===== src/core/bsf_consts.svh =====
// Register offsets, field positions, reset values and counts of the sample input.
`ifndef BSF_CONSTS_SVH
`define BSF_CONSTS_SVH

// ----------------------------------------------------------------------
// Register offsets on the host address bus
// ----------------------------------------------------------------------
`define BSF_ADDR_I_SAMPLE 7'h00
`define BSF_ADDR_Q_SAMPLE 7'h01
`define BSF_ADDR_MAIN 7'h0c
`define BSF_ADDR_SERIAL 7'h11
`define BSF_ADDR_I_SLOT 7'h12
`define BSF_ADDR_Q_SLOT 7'h13
`define BSF_ADDR_XFER 7'h17

// ----------------------------------------------------------------------
// Field positions
// ----------------------------------------------------------------------
`define BSF_MC_SW_TX_EN 0
`define BSF_MC_NO_FULL_RST 1
`define BSF_MC_INDEP 3
`define BSF_MC_THR_HI 10
`define BSF_MC_THR_LO 8
`define BSF_SC_SERIAL 15
`define BSF_SC_MODE_HI 13
`define BSF_SC_MODE_LO 12
`define BSF_SC_DIV_HI 11
`define BSF_SC_DIV_LO 8
`define BSF_SC_LEN_HI 3
`define BSF_SC_LEN_LO 2
`define BSF_SC_SEL_HI 1
`define BSF_SC_SEL_LO 0
`define BSF_XC_B2B_HI 14
`define BSF_XC_B2B_LO 13
`define BSF_SLOT_HI 9

// ----------------------------------------------------------------------
// Reset values and counts
// ----------------------------------------------------------------------
`define BSF_REG_RESET 16'h0000
`define BSF_DEPTH 7
`define BSF_X32_SHIFT 5
`define BSF_PER_W 16

`endif


===== src/core/bsf_pkg.sv =====
// Types shared by the sample input channel and its FIFO.
package bsf_pkg;
    typedef logic [15:0] bsf_word_t;
    typedef enum logic [1:0] {
        BSF_CLK_MASTER,
        BSF_CLK_DIV,
        BSF_CLK_X32,
        BSF_CLK_SPARE
    } bsf_clk_mode_t;
    typedef enum logic {
        BSF_SER_IDLE,
        BSF_SER_SHIFT
    } bsf_ser_state_t;
endpackage : bsf_pkg


===== src/core/bsf_fifo.sv =====
// Sample pair FIFO with valid and ready on both sides.
`include "bsf_consts.svh"

module bsf_fifo #(
    parameter int WIDTH = 32,
    parameter int DEPTH = `BSF_DEPTH
) (
    // Clock and reset
    input wire logic clock_i,
    input wire logic rst_n_i,
    input wire logic flush_i,
    // Fill side
    input wire logic in_valid_i,
    output logic in_ready_o,
    input wire logic [WIDTH-1:0] in_data_i,
    // Drain side
    output logic out_valid_o,
    input wire logic out_ready_i,
    output logic [WIDTH-1:0] out_data_o,
    output logic [$clog2(DEPTH+1)-1:0] count_o
);
    import bsf_pkg::*;

    localparam int AW = $clog2(DEPTH);
    localparam int CW = $clog2(DEPTH+1);

    logic [WIDTH-1:0] mem [DEPTH];
    logic [AW-1:0] wr_ptr;
    logic [AW-1:0] rd_ptr;
    logic [CW-1:0] count;
    logic push;
    logic pop;

    // Pointers wrap at DEPTH, which need not be a power of two.
    function automatic logic [AW-1:0] bsf_next_ptr(input logic [AW-1:0] p);
        return (p == AW'(DEPTH - 1)) ? '0 : p + 1'b1;
    endfunction : bsf_next_ptr

    // A full FIFO still takes a word when one leaves in the same cycle.
    assign in_ready_o = (count != CW'(DEPTH)) || out_ready_i;
    assign out_valid_o = (count != '0);
    assign push = in_valid_i && in_ready_o;
    assign pop = out_ready_i && out_valid_o;
    assign out_data_o = mem[rd_ptr];
    assign count_o = count;

    // Storage carries no reset; only the pointers define what is valid.
    always_ff @(posedge clock_i)
    begin
        if (push)
        begin
            mem[wr_ptr] <= in_data_i;
        end
    end

    // Pointer and occupancy bookkeeping.
    always_ff @(posedge clock_i)
    begin
        if (!rst_n_i || flush_i)
        begin
            wr_ptr <= '0;
            rd_ptr <= '0;
            count <= '0;
        end
        else
        begin
            if (push)
            begin
                wr_ptr <= bsf_next_ptr(wr_ptr);
            end
            if (pop)
            begin
                rd_ptr <= bsf_next_ptr(rd_ptr);
            end
            if (push && !pop)
            begin
                count <= count + 1'b1;
            end
            else if (pop && !push)
            begin
                count <= count - 1'b1;
            end
        end
    end
endmodule : bsf_fifo


===== src/core/bsf_top.sv =====
// Baseband sample input channel: host and serial entry into the pair FIFO.
//
// Function
// - Serial control bit 15 picks serial input, else host writes.
// - In serial mode the channel drives clock and frame, samples data.
// - Serial clock at master rate, divided rate or 32x sample rate.
// - In 32x mode, 0x17 bits 14:13 allow gapless transfers.
// - Start at first serial clock after sample clock; one-clock frame.
// - Frame only while transmit enable pin or software enable is set.
// - Main control bit 3 lets serial requests continue with the pin low.
// - Ten-bit I and Q slot counters count clocks from frame to last bit.
// - Words arrive MSB first; slot values alone fix I and Q order.
// - Received word of 4, 8, 12 or 16 bits is left-justified.
// - Serial control bits 1:0 pick one of four serial data inputs.
// - Host writes Q to 0x1, then I to 0x0; 0x0 pushes the pair.
// - Host may read back the FIFO's first location.
// - The FIFO holds at most seven pairs.
// - Occupancy rises on each write into the FIFO unless a request takes a pair in the same cycle.
// - Serial pair enters FIFO only when both words are complete.
// - Each downstream request takes the oldest pair and lowers occupancy unless a pair enters in the same cycle.
// - Empty FIFO on request delivers zero samples.
// - Write into a full FIFO with no request in that cycle soft-resets the channel unless bit 1 set.
// - Ready output asserts when depth is at or below the threshold.
`include "bsf_consts.svh"

module bsf_top #(
    parameter int DEPTH = `BSF_DEPTH,
    parameter int PER_W = `BSF_PER_W
) (
    // Clock and reset
    input wire logic clock_i,
    input wire logic rst_n_i,
    // Host parallel bus
    input wire logic [6:0] addr_i,
    input wire bsf_pkg::bsf_word_t data_i,
    output bsf_pkg::bsf_word_t data_o,
    output logic data_oe_o,
    input wire logic cs_n_i,
    input wire logic wr_i,
    input wire logic rd_i,
    // Transmit enable
    input wire logic transmit_enable_pin_i,
    // Serial receiver
    input wire logic sample_clk_i,
    input wire logic [3:0] sdata_i,
    output logic sclk_o,
    output logic frame_o,
    // Downstream filter side
    input wire logic rd_req_i,
    output bsf_pkg::bsf_word_t sample_i_o,
    output bsf_pkg::bsf_word_t sample_q_o,
    output logic sample_valid_o,
    output logic fifo_depth_ready_o
);
    import bsf_pkg::*;

    localparam int CW = $clog2(DEPTH+1);

    // ----------------------------------------------------------------------
    // Register file
    // ----------------------------------------------------------------------
    bsf_word_t main_control;
    bsf_word_t serial_input_control;
    bsf_word_t i_time_slot_count;
    bsf_word_t q_time_slot_count;
    bsf_word_t serial_transfer_control;
    bsf_word_t q_hold;
    logic wr_acc;
    logic rd_acc;

    assign wr_acc = !cs_n_i && wr_i;
    assign rd_acc = !cs_n_i && rd_i;

    // Host writes; the sample words only feed the FIFO and are not stored
    // apart from the Q word, which waits for its I partner.
    always_ff @(posedge clock_i)
    begin
        if (!rst_n_i)
        begin
            main_control <= `BSF_REG_RESET;
            serial_input_control <= `BSF_REG_RESET;
            i_time_slot_count <= `BSF_REG_RESET;
            q_time_slot_count <= `BSF_REG_RESET;
            serial_transfer_control <= `BSF_REG_RESET;
            q_hold <= `BSF_REG_RESET;
        end
        else if (wr_acc)
        begin
            case (addr_i)
                `BSF_ADDR_Q_SAMPLE: q_hold <= data_i;
                `BSF_ADDR_MAIN: main_control <= data_i;
                `BSF_ADDR_SERIAL: serial_input_control <= data_i;
                `BSF_ADDR_I_SLOT: i_time_slot_count <= data_i;
                `BSF_ADDR_Q_SLOT: q_time_slot_count <= data_i;
                `BSF_ADDR_XFER: serial_transfer_control <= data_i;
                default: ;
            endcase
        end
    end

    // ----------------------------------------------------------------------
    // Decoded controls
    // ----------------------------------------------------------------------
    logic serial_mode;
    bsf_clk_mode_t clk_mode;
    logic [4:0] word_len;
    logic sbit;
    logic frame_ok;
    logic b2b_en;
    logic [9:0] i_slot;
    logic [9:0] q_slot;

    assign serial_mode = serial_input_control[`BSF_SC_SERIAL];
    assign clk_mode = bsf_clk_mode_t'(
        serial_input_control[`BSF_SC_MODE_HI:`BSF_SC_MODE_LO]);
    assign word_len = {1'b0,
        serial_input_control[`BSF_SC_LEN_HI:`BSF_SC_LEN_LO], 2'b00} + 5'd4;
    assign sbit = sdata_i[serial_input_control[
        `BSF_SC_SEL_HI:`BSF_SC_SEL_LO]];
    // Pin alone, or software enable when the pin is declared irrelevant.
    assign frame_ok = transmit_enable_pin_i ||
        (main_control[`BSF_MC_SW_TX_EN] && main_control[`BSF_MC_INDEP]);
    assign b2b_en = (clk_mode == BSF_CLK_X32) &&
        (&serial_transfer_control[`BSF_XC_B2B_HI:`BSF_XC_B2B_LO]);
    assign i_slot = i_time_slot_count[`BSF_SLOT_HI:0];
    assign q_slot = q_time_slot_count[`BSF_SLOT_HI:0];

    // ----------------------------------------------------------------------
    // Serial clock divider
    // ----------------------------------------------------------------------
    logic [PER_W-1:0] per_cnt;
    logic [PER_W-1:0] per_len;
    logic [PER_W-1:0] tick_cnt;
    logic [PER_W-1:0] tick_lim;
    logic tick;

    // The 32x rate is derived from the measured sample period, so it only
    // settles one sample period after the sample clock starts.
    always_comb
    begin
        unique case (clk_mode)
            BSF_CLK_MASTER: tick_lim = '0;
            BSF_CLK_DIV: tick_lim = PER_W'(
                serial_input_control[`BSF_SC_DIV_HI:`BSF_SC_DIV_LO]);
            BSF_CLK_X32: tick_lim = per_len >> `BSF_X32_SHIFT;
            BSF_CLK_SPARE: tick_lim = '0;
        endcase
    end

    assign tick = (tick_cnt >= tick_lim);

    // Tick counter restarts on the sample clock in 32x mode to stay aligned.
    always_ff @(posedge clock_i)
    begin
        if (!rst_n_i)
        begin
            tick_cnt <= '0;
        end
        else if (tick || (clk_mode == BSF_CLK_X32 && sample_clk_i))
        begin
            tick_cnt <= '0;
        end
        else
        begin
            tick_cnt <= tick_cnt + 1'b1;
        end
    end

    // Sample period measurement for the 32x mode.
    always_ff @(posedge clock_i)
    begin
        if (!rst_n_i)
        begin
            per_cnt <= '0;
            per_len <= '0;
        end
        else if (sample_clk_i)
        begin
            per_cnt <= '0;
            per_len <= per_cnt + 1'b1;
        end
        else
        begin
            per_cnt <= per_cnt + 1'b1;
        end
    end

    // ----------------------------------------------------------------------
    // Serial receiver
    // ----------------------------------------------------------------------
    bsf_ser_state_t state;
    logic soft_rst;
    logic pending;
    logic b2b_go;
    logic start;
    logic shift_tick;
    logic [9:0] pos;
    logic [9:0] pos_eff;
    logic [15:0] i_sh;
    logic [15:0] q_sh;
    logic i_done;
    logic q_done;
    logic ser_push;

    assign start = tick && serial_mode && (state == BSF_SER_IDLE) &&
        frame_ok && (pending || b2b_go);
    assign shift_tick = tick && (start || state == BSF_SER_SHIFT);
    assign pos_eff = start ? 10'h000 : pos;
    assign ser_push = (state == BSF_SER_SHIFT) && i_done && q_done;

    // A sample clock arriving as a transfer starts is kept, not dropped.
    always_ff @(posedge clock_i)
    begin
        if (!rst_n_i || soft_rst)
        begin
            pending <= 1'b0;
            b2b_go <= 1'b0;
        end
        else
        begin
            pending <= sample_clk_i || (pending && !start);
            b2b_go <= (ser_push && b2b_en) ||
                (b2b_go && !start && b2b_en);
        end
    end

    // Transfer state.
    always_ff @(posedge clock_i)
    begin
        if (!rst_n_i || soft_rst)
        begin
            state <= BSF_SER_IDLE;
        end
        else
        begin
            unique case (state)
                BSF_SER_IDLE: if (start) state <= BSF_SER_SHIFT;
                BSF_SER_SHIFT:
                    if (ser_push || !serial_mode) state <= BSF_SER_IDLE;
            endcase
        end
    end

    // Slot position counts serial clocks with the frame clock as zero.
    always_ff @(posedge clock_i)
    begin
        if (!rst_n_i)
        begin
            pos <= '0;
        end
        else if (shift_tick)
        begin
            pos <= pos_eff + 1'b1;
        end
    end

    // Each word takes the bits that end at its slot, MSB first, so two
    // channels can share one data line by using disjoint slots.
    always_ff @(posedge clock_i)
    begin
        if (!rst_n_i)
        begin
            i_sh <= '0;
            q_sh <= '0;
            i_done <= 1'b0;
            q_done <= 1'b0;
        end
        else
        begin
            if (start || ser_push)
            begin
                i_done <= 1'b0;
                q_done <= 1'b0;
            end
            if (shift_tick && pos_eff <= i_slot &&
                (i_slot - pos_eff) < 10'(word_len))
            begin
                i_sh <= {i_sh[14:0], sbit};
            end
            if (shift_tick && pos_eff <= q_slot &&
                (q_slot - pos_eff) < 10'(word_len))
            begin
                q_sh <= {q_sh[14:0], sbit};
            end
            if (shift_tick && pos_eff == i_slot)
            begin
                i_done <= 1'b1;
            end
            if (shift_tick && pos_eff == q_slot)
            begin
                q_done <= 1'b1;
            end
        end
    end

    // Serial clock and frame strobe driven by the channel.
    always_ff @(posedge clock_i)
    begin
        if (!rst_n_i || soft_rst)
        begin
            sclk_o <= 1'b0;
            frame_o <= 1'b0;
        end
        else
        begin
            sclk_o <= tick && serial_mode;
            if (start)
            begin
                frame_o <= 1'b1;
            end
            else if (tick)
            begin
                frame_o <= 1'b0;
            end
        end
    end

    // ----------------------------------------------------------------------
    // FIFO entry, overflow and downstream side
    // ----------------------------------------------------------------------
    logic par_push;
    logic push_req;
    logic [31:0] push_data;
    logic in_ready;
    logic out_valid;
    logic [31:0] head;
    logic [CW-1:0] count;
    logic overflow;

    assign par_push = wr_acc && (addr_i == `BSF_ADDR_I_SAMPLE) &&
        !serial_mode;
    assign push_req = par_push || ser_push;
    // Left-justify the serial words to the word length.
    assign push_data = ser_push ? {i_sh << (5'd16 - word_len),
        q_sh << (5'd16 - word_len)} : {data_i, q_hold};
    assign overflow = push_req && !in_ready;

    // The soft reset lands one cycle later and flushes the FIFO and the serial transfer state.
    always_ff @(posedge clock_i)
    begin
        if (!rst_n_i)
        begin
            soft_rst <= 1'b0;
        end
        else
        begin
            soft_rst <= overflow && !main_control[`BSF_MC_NO_FULL_RST];
        end
    end

    bsf_fifo #(
        .WIDTH(32),
        .DEPTH(DEPTH)
    ) u_fifo (
        .clock_i(clock_i),
        .rst_n_i(rst_n_i),
        .flush_i(soft_rst),
        .in_valid_i(push_req),
        .in_ready_o(in_ready),
        .in_data_i(push_data),
        .out_valid_o(out_valid),
        .out_ready_i(rd_req_i),
        .out_data_o(head),
        .count_o(count)
    );

    // Downstream gets zeros rather than a stall when nothing is stored.
    always_ff @(posedge clock_i)
    begin
        if (!rst_n_i)
        begin
            sample_i_o <= '0;
            sample_q_o <= '0;
            sample_valid_o <= 1'b0;
            fifo_depth_ready_o <= 1'b0;
        end
        else
        begin
            sample_valid_o <= rd_req_i;
            if (rd_req_i)
            begin
                sample_i_o <= out_valid ? head[31:16] : 16'h0000;
                sample_q_o <= out_valid ? head[15:0] : 16'h0000;
            end
            fifo_depth_ready_o <= (count <= CW'(main_control[
                `BSF_MC_THR_HI:`BSF_MC_THR_LO]));
        end
    end

    // Host read-back; the sample addresses show the FIFO head.
    always_ff @(posedge clock_i)
    begin
        if (!rst_n_i)
        begin
            data_o <= '0;
            data_oe_o <= 1'b0;
        end
        else
        begin
            data_oe_o <= rd_acc;
            if (rd_acc)
            begin
                case (addr_i)
                    `BSF_ADDR_I_SAMPLE: data_o <= head[31:16];
                    `BSF_ADDR_Q_SAMPLE: data_o <= head[15:0];
                    `BSF_ADDR_MAIN: data_o <= main_control;
                    `BSF_ADDR_SERIAL: data_o <= serial_input_control;
                    `BSF_ADDR_I_SLOT: data_o <= i_time_slot_count;
                    `BSF_ADDR_Q_SLOT: data_o <= q_time_slot_count;
                    `BSF_ADDR_XFER: data_o <= serial_transfer_control;
                    default: data_o <= '0;
                endcase
            end
        end
    end
endmodule : bsf_top


===== config.mk =====
export PLATFORM = sky130hd
export DESIGN_NAME = bsf_top
export DESIGN_NICKNAME = d
export VERILOG_FILES = /design/src/core/bsf_pkg.sv /design/src/core/bsf_fifo.sv /design/src/core/bsf_top.sv
export VERILOG_INCLUDE_DIRS = /design/src /design/src/core
export SDC_FILE = /design/constraint.sdc
export NUM_CORES = 1
export LEC_CHECK = 0
export ABC_CLOCK_PERIOD_IN_PS = 8300
export BUFFER_PORTS_ARGS = -buffer_cell sky130_fd_sc_hd__buf_2
export CORE_MARGIN = 5
export CORE_UTILIZATION = 23
export CTS_CLUSTER_SIZE = 30
export DETAILED_ROUTE_END_ITERATION = 8
export GPL_TIMING_DRIVEN = 1
export HOLD_SLACK_MARGIN = 0.03
export SKIP_LAST_GASP = 1
export SLEW_MARGIN = 20
export SYNTH_ARGS = -nofsm -noshare
export SYNTH_HDL_FRONTEND = slang
export SYNTH_SLANG_ARGS = --single-unit

===== constraint.sdc =====
create_clock -name clock_i -period 8.3 [get_ports clock_i]
set_input_delay 1.245 -clock clock_i [delete_from_list [all_inputs] [get_ports clock_i]]
set_output_delay 1.245 -clock clock_i [all_outputs]
set_load 0.005 [all_outputs]

# After elaboration in Yosys (flattened, before gate mapping)
# Memories as Yosys holds them, arrays and structs flattened. A register that Yosys moved wholly into a read port is not among the register bits.
# Cells that the tools add are included.
# word_totals
regBits,254
ramBits,224
input_bits,35
out_inout_bits,53
wordCells,156
n_memories,1
# classes
n_addsub,11
n_lt_le_gt_ge,7
n_eq_ne,14
shifts,2
mux,24
bitwise,2
n_reduce_logical,66
# mem_list
name,depth,width,rd,rd_clocked_by_memory_dff,wr,line_no,text
u_fifo.mem,7,32,1,1,1,bsf_fifo.sv:27,logic [WIDTH-1:0] mem [DEPTH];
# ops
operator,n
one-hot mux 16 bit (7 select lines),1
one-hot mux 16 bit (3 select lines),1
adder 16 x 1 -> 16 bit (second input constant),2
two-way mux 16 bit,2
two-way mux 32 bit,1
left shift 16 x 5 -> 16 bit,2
logical AND 1 bit,30
equality test 7 x 5 -> 1 bit (second input constant),4
equality test 10 bit,2
less-or-equal comparator 10 bit,2
less-than comparator 10 x 5 -> 1 bit,2
subtractor 10 bit,2
two-way mux 3 bit,6
greater-or-equal comparator 16 bit,1
AND reduction 2 bit,7
logical OR 1 bit,11
adder 10 x 1 -> 10 bit (second input constant),1
two-way mux 1 bit,10
two-way mux 10 bit,1
adder 3 x 1 -> 3 bit (second input constant),3
logical NOT 1 bit,8
nonzero test 2 bit,4
equality test 7 x 1 -> 1 bit (second input constant),1
equality test 7 x 4 -> 1 bit (second input constant),1
16 further kinds,21

# Logic depth before layout (Yosys ltp)
# Gate-level depths: netlist of the first run.
# logic_depth
word_depth,12
ltp_mapped,23
depth_no_buf,19

# Modules after synthesis
# From an unflattened synthesis of the first run, not the netlist that was laid out.
# hier_totals
hier_cells,1940
hier_area_um2,21139.0
# by_module_without_submodules
module,instances,cells_per_inst,area_each_um2,seq_area_each_um2
bsf_top,1,1394,11939.0,4804.6
bsf_fifo,1,546,9200.1,6966.7

# Worst setup path before layout of the first run
# No wires, ideal clock.
# synth_path
path_kind,input-to-reg
startpoint,input port addr_i[5]
endpoint,"memory u_fifo.mem[0][0], enable pin"
setup_ps,501
t_arrival_ps,5652
required_ps,7799
setup_slack_ps,2147
path_stages,6
path_buffers,1
cell_sequence,or3_1 nor4b_4 a21boi_1 or2_2 clkbuf_1 nor4_1
# synth_between
elab_chain_len,7
# synth_rtl
element,line_no,text
from (decl),bsf_top.sv:34,"input wire logic [6:0] addr_i,"
logical NOT 7 bit,-,
logical AND 1 bit (2 in series),bsf_top.sv:330,assign par_push = wr_acc && (addr_i == `BSF_ADDR_I_SAMPLE) &&
logical OR 1 bit,bsf_top.sv:332,assign push_req = par_push || ser_push;
logical AND 1 bit,bsf_fifo.sv:42,assign push = in_valid_i && in_ready_o;
two-way mux 1 bit,bsf_fifo.sv:50,if (push)
two-way mux 1 bit (implied by the code),bsf_fifo.sv:52,mem[wr_ptr] <= in_data_i;
to (decl),bsf_fifo.sv:27,
# Every way passes these cells.

# Worst setup path in the final report of the first run
# layout_path
startpoint,register serial_input_control[13]
endpoint,register i_sh[1]
# layout_between
elab_chain_len,12
word_cells_on_any_way,19
classes_between,add/sub (1); order compare (3); eq/ne (3); mux (2); reduce/logical (10)
# layout_rtl
element,line_no,text
from (decl),bsf_top.sv:63,bsf_word_t serial_input_control;
from (signal assigned),bsf_top.sv:81,serial_input_control <= `BSF_REG_RESET;
from (signal assigned),bsf_top.sv:92,`BSF_ADDR_SERIAL: serial_input_control <= data_i;
equality test 2 bit or logical NOT 2 bit (tied branches),bsf_top.sv:141,unique case (clk_mode)
OR reduction 2 bit (no source line),-,
one-hot mux 16 bit (3 select lines) (*),bsf_top.sv:141,
greater-or-equal comparator 16 bit (*),bsf_top.sv:150,assign tick = (tick_cnt >= tick_lim);
logical AND 1 bit (3 in series),bsf_top.sv:205,assign start = tick && serial_mode && (state == BSF_SER_IDLE) &&
logical AND 1 bit,bsf_top.sv:206,frame_ok && (pending || b2b_go);
two-way mux 10 bit or logical OR 1 bit (tied branches),"bsf_top.sv:208, bsf_top.sv:207",
"subtractor 10 bit, or another cell as far along",bsf_top.sv:276,(i_slot - pos_eff) < 10'(word_len))
less-than comparator 10 x 5 -> 1 bit or logical AND 1 bit (tied branches),"bsf_top.sv:276, bsf_top.sv:275",
logical AND 1 bit (*),bsf_top.sv:275,if (shift_tick && pos_eff <= i_slot &&
to (signal assigned),bsf_top.sv:278,"i_sh <= {i_sh[14:0], sbit};"
to (decl),bsf_top.sv:199,logic [15:0] i_sh;
# Mark *: on every way between the ends. The rest lies on a longest branch, timed or not. The select of a mux whose other input is x is not followed.
# A chain may end at the register's enable or synchronous reset.

==> flow_summary.json, run 1 <==
{
  "critical_path_buf_inv_count": 0,
  "path_cells": "nor2b_1, a22o_1, ha_1, nor3b_1, o21ai_0, a211o_1, nand4b_1, nand2_1, ha_1, nor2b_4, o31a_1, o21a_1, nor2_1, ha_1, a21oi_1, o21ai_0, a2111o_1, a2111o_1, mux2i_1",
  "routedWlPerCell_um": 18.6,
  "drive_gt1_frac": 0.152,
  "synth_top_area_frac": 0.330,
  "final_util": 0.268,
  "vias": 14353,
  "drt-initial-drc-count": 1586,
  "ant_nets": 0,
  "yosys_most_used_dff": "dfxtp_1",
  "ys_types": 69,
  "grt_overflow_total": 0,
  "ios": 88,
  "setup-tns-final_ps": 0,
  "required_ps": 8710,
  "fin_skew_ps": 37.9,
  "clock_latency_ps": 600,
  "cts-root-buf": "clkbuf_16",
  "p_comb_frac": 0.130,
  "cts_buffers": 46,
  "ir_drop_uv": 154,
  "drc": 0,
  "slew_violations": 0,
  "finalWorstSetupSlack_ps": 2280,
  "syn_area_per_cell_um2": 11.1,
  "globalRouteTotalUtil": 0.117,
  "dieArea_mm2": 0.0948,
  "hold_viol_final": 0,
  "switching_share": 0.258,
  "period_needed_ps": 6020,
  "hp-class": "reg2reg",
  "syn_area_mm2": 0.0204,
  "synthTopCellsByArea": "edfxtp_1, dfxtp_1, nand2_1, mux2i_1, mux4_2",
  "powerDensity_mw_per_mm2": 229,
  "grt_pass1_vias": 13471,
  "htreeDepth": 2,
  "status": "completed",
  "critPathArrivalTime_ps": 6430,
  "fmax_mhz": 166,
  "initial_utilization": 0.231,
  "grt_pass1_wl_um": 86200,
  "critPathMostFrequentCell": "ha_1",
  "crit_fanout": 18,
  "core_area_mm2": 0.0882,
  "areaGrowthSynthToFinish_pct": 15.8,
  "antenna_found_initial": 2,
  "crit_type": "reg2reg",
  "cts.reportedPaths.clkPinSlew_ps": 70,
  "final_common_cell": "nand2_1",
  "seq_power_share": 0.479,
  "grt_max_degree": 88,
  "final_cell_mix": "nand2_1, dfxtp_1, edfxtp_1, a21oi_1, nor2_1",
  "relSlewSlack": 0.283,
  "yosysWarnings": 0,
  "cts_tree": "yes",
  "clockBufferDepth": 3,
  "rsz0062_at_grt": "false",
  "die_y_um": 308,
  "slowest_delay_ps": 720,
  "hpwl_um": 38300,
  "wirelength_um": 57400,
  "power_mw": 5.42,
  "post-place-ws_ps": 2290,
  "via_per_inst": 4.65,
  "cp_top_family": "compound AO/OA/AOI/OAI gates",
  "ys_seq_elements": 476,
  "finish.net_count": 1966,
  "end_kind": "register",
  "p_sw_mw": 1.40,
  "async_flop_share": 0,
  "yosys.area.top_type": "edfxtp_1",
  "tightest_slew_ps": 1060,
  "port_buffers": 87,
  "clock_power_share": 0.390,
  "p_leak_nw": 8.08,
  "start_kind": "register",
  "drv_cap": 0,
  "intPower_mw": 4.02,
  "post_cts_resize_count": 0,
  "yosysSeqAreaShare": 0.577,
  "die_w_um": 308,
  "synth-edff-count": 224,
  "place_congestion": 0.881,
  "finalSetupViolCount": 0,
  "numClockSinks": 476,
  "hold_buffers": 0,
  "synthCells": 1842,
  "rows": 109,
  "dr.pass1.iters": 6,
  "post-cts-setup-buffer-count": 0,
  "period_share": 0.726,
  "cpMaxStageDelayCell": "a2111o_1"
}
synth_stat cells, drive strengths merged, types with 3 or more instances:
master	instances
xnor2	11
and3	8
a211oi	15
a21o	10
a22oi	23
and2	9
a21oi	163
nand2	326
or2	4
nor4	6
nor3	11
nor2	142
mux4	41
ha	43
a311oi	5
dfxtp	252
o21a	4
nor3b	4
mux2i	101
o21ai	81
edfxtp	224
a31oi	7
clkbuf	96
inv	20
a221oi	17
o221ai	16
o31a	3
nand4	15
nand3	16
nand2b	5
buf	19
xor2	24
nor2b	41
or3	5
mux2	43
cell type report:
type,count,area (um2)
fillers,9172,64600
flip-flops and latches,476,11800
multi-input cells,1233,8190
well taps,1165,1460
clock buffers,64,1320
repair buffers,109,601
clock inverters,20,195
inverters,21,81.3
diodes,1,2.50
power groups by stage:
stage | Clock (mW) | Combinational, mW | Sequential (mW)
2_1_floorplan | 0 | 0.487 | 2.60
3_3_place_gp | 0 | 0.700 | 2.65
3_5_place_dp | 0 | 0.705 | 2.65
4_1_cts | 2.16 | 0.710 | 2.60
5_1_grt | 2.26 | 0.770 | 2.61
6_report | 2.12 | 0.705 | 2.60
worst paths after layout:
path                            startpoint   endpoint  slack, ps  cells past startpoint
setup / recovery  serial_input_control[13]    i_sh[1]       2280                     19
hold reg to reg                  q_hold[1]  q_hold[1]        450                      2
hold / removal                   q_hold[1]  q_hold[1]        450                      2
setup reg to reg  serial_input_control[13]    i_sh[1]       2280                     19
routing by layer:
| layer | track usage | wire length, um | up-vias |
|---|---|---|---|
| met5 | 0 | 13 | - |
| li1 | - | - | 6736 |
| met1 | 0.185 | 28100 | 7031 |
| met4 | 0.0236 | 780 | 2 |
| met3 | 0.0297 | 5670 | 58 |
| met2 | 0.161 | 22800 | 526 |
state kept, by name, indices dropped and copies added (netlist names), 3 cells and up, named ones only:
register / flops
q_hold: 16
pos: 10
sample_i_o: 16
data_o: 16
tick_cnt: 16
sample_q_o: 16
u_fifo.rd_ptr: 3
u_fifo.mem: 224
per_len: 11
main_control: 16
i_time_slot_count: 16
u_fifo.wr_ptr: 3
serial_transfer_control: 16
i_sh: 16
u_fifo.count_o: 3
per_cnt: 16
q_time_slot_count: 16
serial_input_control: 16
q_sh: 16
cells by family (layout without fill, tap and decap cells):
family	after synthesis	count (layout)	synth area share
AND/OR/NAND/NOR	601	601	0.128
other	1	5	0.000184
buffers and inverters	136	214	0.0265
adder cells (fa/ha/maj)	44	44	0.0273
multiplexers	185	185	0.118
XOR/XNOR	35	35	0.0150
AO/OA/AOI/OAI	364	364	0.108
flip-flops	476	476	0.577
worst min-delay path: cells and delay by family, from the launching register on:
family	cells	cell delay (ps)
DFF	1	310
and+or+nand+nor	1	50
AOI/OAI and AO/OA	1	50
through the flow:
| stage | area, um2 | instances | hold slack, ps |
|---|---|---|---|
| 2_1_floorplan | 20400 | 1845 | 422 |
| 3_3_place_gp | 22100 | 3004 | 439 |
| 3_5_place_dp | 22100 | 3004 | 446 |
| 4_1_cts | 23600 | 3088 | 455 |
| 5_1_grt | 23600 | 3088 | 468 |
| 6_report | 23600 | 3089 | 453 |
(Power assumes the default switching activity.)
==> run 2: changes to the inputs <==
- ABC_AREA: not set -> 1
- ABC_CLOCK_PERIOD_IN_PS: 8300 -> 5150
- clock period: 8.3 -> 5.15 ns (I/O delays scaled with it)
==> flow_summary.json, run 2 <==
{
  "p_leak_nw": 9.27,
  "antenna_found_initial": 9,
  "final_common_cell": "nand2_1",
  "yosysSeqAreaShare": 0.554,
  "end_kind": "register",
  "fin_area_mm2": 0.0247,
  "cts-root-buf": "clkbuf_16",
  "port_buffers": 87,
  "globalRouteTotalUtil": 0.124,
  "cts_buffers": 49,
  "period_needed_ps": 4700,
  "fmax_mhz": 213,
  "required_ps": 5590,
  "grt_overflow_total": 0,
  "fin_skew_ps": 30.7,
  "ys_seq_elements": 476,
  "die_w_um": 314,
  "wirelength_um": 63300,
  "post_cts_resize_count": 0,
  "intPower_mw": 6.30,
  "finish.net_count": 2558,
  "final_cell_mix": "nand2_1, dfxtp_1, a21oi_1, inv_1, edfxtp_1",
  "hp-class": "in2reg",
  "post_dp_cell_area_mm2": 0.0230,
  "final_util": 0.269,
  "ios": 88,
  "cts_tree": "yes",
  "switching_share": 0.261,
  "numClockSinks": 476,
  "p_comb_frac": 0.110,
  "p_sw_mw": 2.22,
  "top_register": "u_fifo.mem",
  "final_cells": 3709,
  "drv_cap": 0,
  "grt_max_degree": 80,
  "place_congestion": 0.906,
  "finalSetupViolCount": 0,
  "via_per_inst": 4.56,
  "syn_area_mm2": 0.0213,
  "vias": 16906,
  "hold_buffers": 0,
  "rsz0062_at_grt": "false",
  "synthCells": 2417,
  "clock_latency_ps": 610,
  "crit_type": "reg2reg",
  "dr.pass1.iters": 6,
  "cts.reportedPaths.clkPinSlew_ps": 60,
  "hpwl_um": 44000,
  "syn_area_per_cell_um2": 8.80,
  "dpl.cell_count": 3614,
  "core_area_mm2": 0.0917,
  "start_kind": "register",
  "grt_pass1_vias": 15575,
  "slew_violations": 0,
  "async_flop_share": 0,
  "period_share": 0.913,
  "synth_top_area_frac": 0.316,
  "yosysWarnings": 0,
  "grt_pass1_wl_um": 95200,
  "ir_drop_uv": 234,
  "yosys_most_used_dff": "dfxtp_1",
  "powerDensity_mw_per_mm2": 345,
  "die_y_um": 314,
  "routedWlPerCell_um": 17.1,
  "drc": 0,
  "yosys.area.top_type": "edfxtp_1",
  "htreeDepth": 2,
  "crit_fanout": 17,
  "drive_gt1_frac": 0.0929,
  "largest_reg_flops": 224,
  "synthTopCellsByArea": "edfxtp_1, dfxtp_1, nand2_1, a21oi_1, inv_1",
  "ys_types": 58,
  "n_fill_cell": 9789,
  "status": "completed",
  "clock_power_share": 0.414,
  "initial_utilization": 0.232,
  "tightest_slew_ps": 1100,
  "setup-tns-final_ps": 0,
  "critPathArrivalTime_ps": 5140,
  "ant_nets": 0,
  "regArea_mm2": 0.0118,
  "seq_power_share": 0.476,
  "multi_input_area_mm2": 0.00812,
  "hold_viol_final": 0,
  "post-cts-setup-buffer-count": 0,
  "dieArea_mm2": 0.0986,
  "rows": 111,
  "synthTopCellsByCount": "nand2_1, dfxtp_1, a21oi_1",
  "drt-initial-drc-count": 1630,
  "clockBufferDepth": 3,
  "areaGrowthSynthToFinish_pct": 16.0,
  "yosysMostFrequentCell": "nand2_1",
  "relSlewSlack": 0.265,
  "synth-edff-count": 224
}
==> run 2: cell count changes after synthesis, moves of 43 or more <==
cell	before	now
a21oi_1	163	248
inv_1	20	239
mux2_2	43	0
mux2i_1	101	32
nand2_1	326	554
nand3_1	16	155
o21ai_0	80	133
==> run 2: cells by family (layout without fill, tap and decap cells) <==
group                      count (synthesis)  count (layout)  share of synthesized area
adders and majority gates                 44              44                     0.0262
buffers and inverters                    366             465                     0.0684
other                                      1               8                   0.000176
xor gates and xnor gates                  22              22                    0.00906
DFF                                      476             476                      0.554
and+or+nand+nor                          961             961                      0.191
muxes                                     32              32                     0.0151
AOI/OAI and AO/OA                        515             515                      0.137
==> run 2: worst paths after layout <==
kind | slack, ps | cells past startpoint | to | start
setup / recovery | 450 | 26 | i_sh[8] | serial_input_control[13]
hold / removal | 410 | 3 | sample_valid_o | rd_req_i
setup reg to reg | 450 | 26 | i_sh[8] | serial_input_control[13]
hold reg to reg | 450 | 2 | serial_transfer_control[11] | serial_transfer_control[11]
==> run 2: metrics by stage <==
step	power, mW	hold WS (ps)	setup slack, ps
floorplan	4.73	418	664
global placement	5.07	434	423
detailed placement	5.08	440	414
CTS	8.61	379	372
global route	8.88	418	8.25
finish	8.52	412	449
==> run 2: area by class of cell <==
type	instances	area share
inverter	250	0.0386
timing repair buffer	124	0.0294
multi-input combinational	1578	0.329
sequential	476	0.478
tap	1186	0.0602
clock buffer	71	0.0551
clock inverter	20	0.00959
antenna	4	0.000406
==> run 2: critical path: stages (launching register included) <==
cell     delay (ps)
dfxtp_1         310
inv_1            70
nor2_1           90
buf_4           170
inv_1            90
o22ai_1         110
inv_1            60
ha_1            290
nand2_1          70
nor2_1           90
and2_1          140
nor2_2           40
nand3_2          60
nand4_2         340
nand2_1         300
ha_1            320
a21oi_1         210
o21ai_0         180
xnor2_1         170
inv_1            60
ha_1            270
a21oi_1         140
o21ai_0         140
nor2_4          420
nand2_4         220
nand2_1         120
a21oi_1          60
==> run 2: power groups by stage <==
stage	Combinational (mW)	Clock, mW	Sequential (mW)
CTS	0.940	3.62	4.06
finish	0.934	3.53	4.06
global route	1.04	3.78	4.06
detailed placement	0.937	0	4.14
floorplan	0.602	0	4.12
global placement	0.930	0	4.14
==> run 2: per-layer routing <==
metal | global-route usage | vias to the layer above | part of all wire
met3 | 0.0301 | 101 | 0.084
met4 | 0.0359 | 4 | 0.025
met5 | 0 | - | 0.00044
met1 | 0.174 | 7988 | 0.46
li1 | - | 8282 | -
met2 | 0.190 | 531 | 0.43
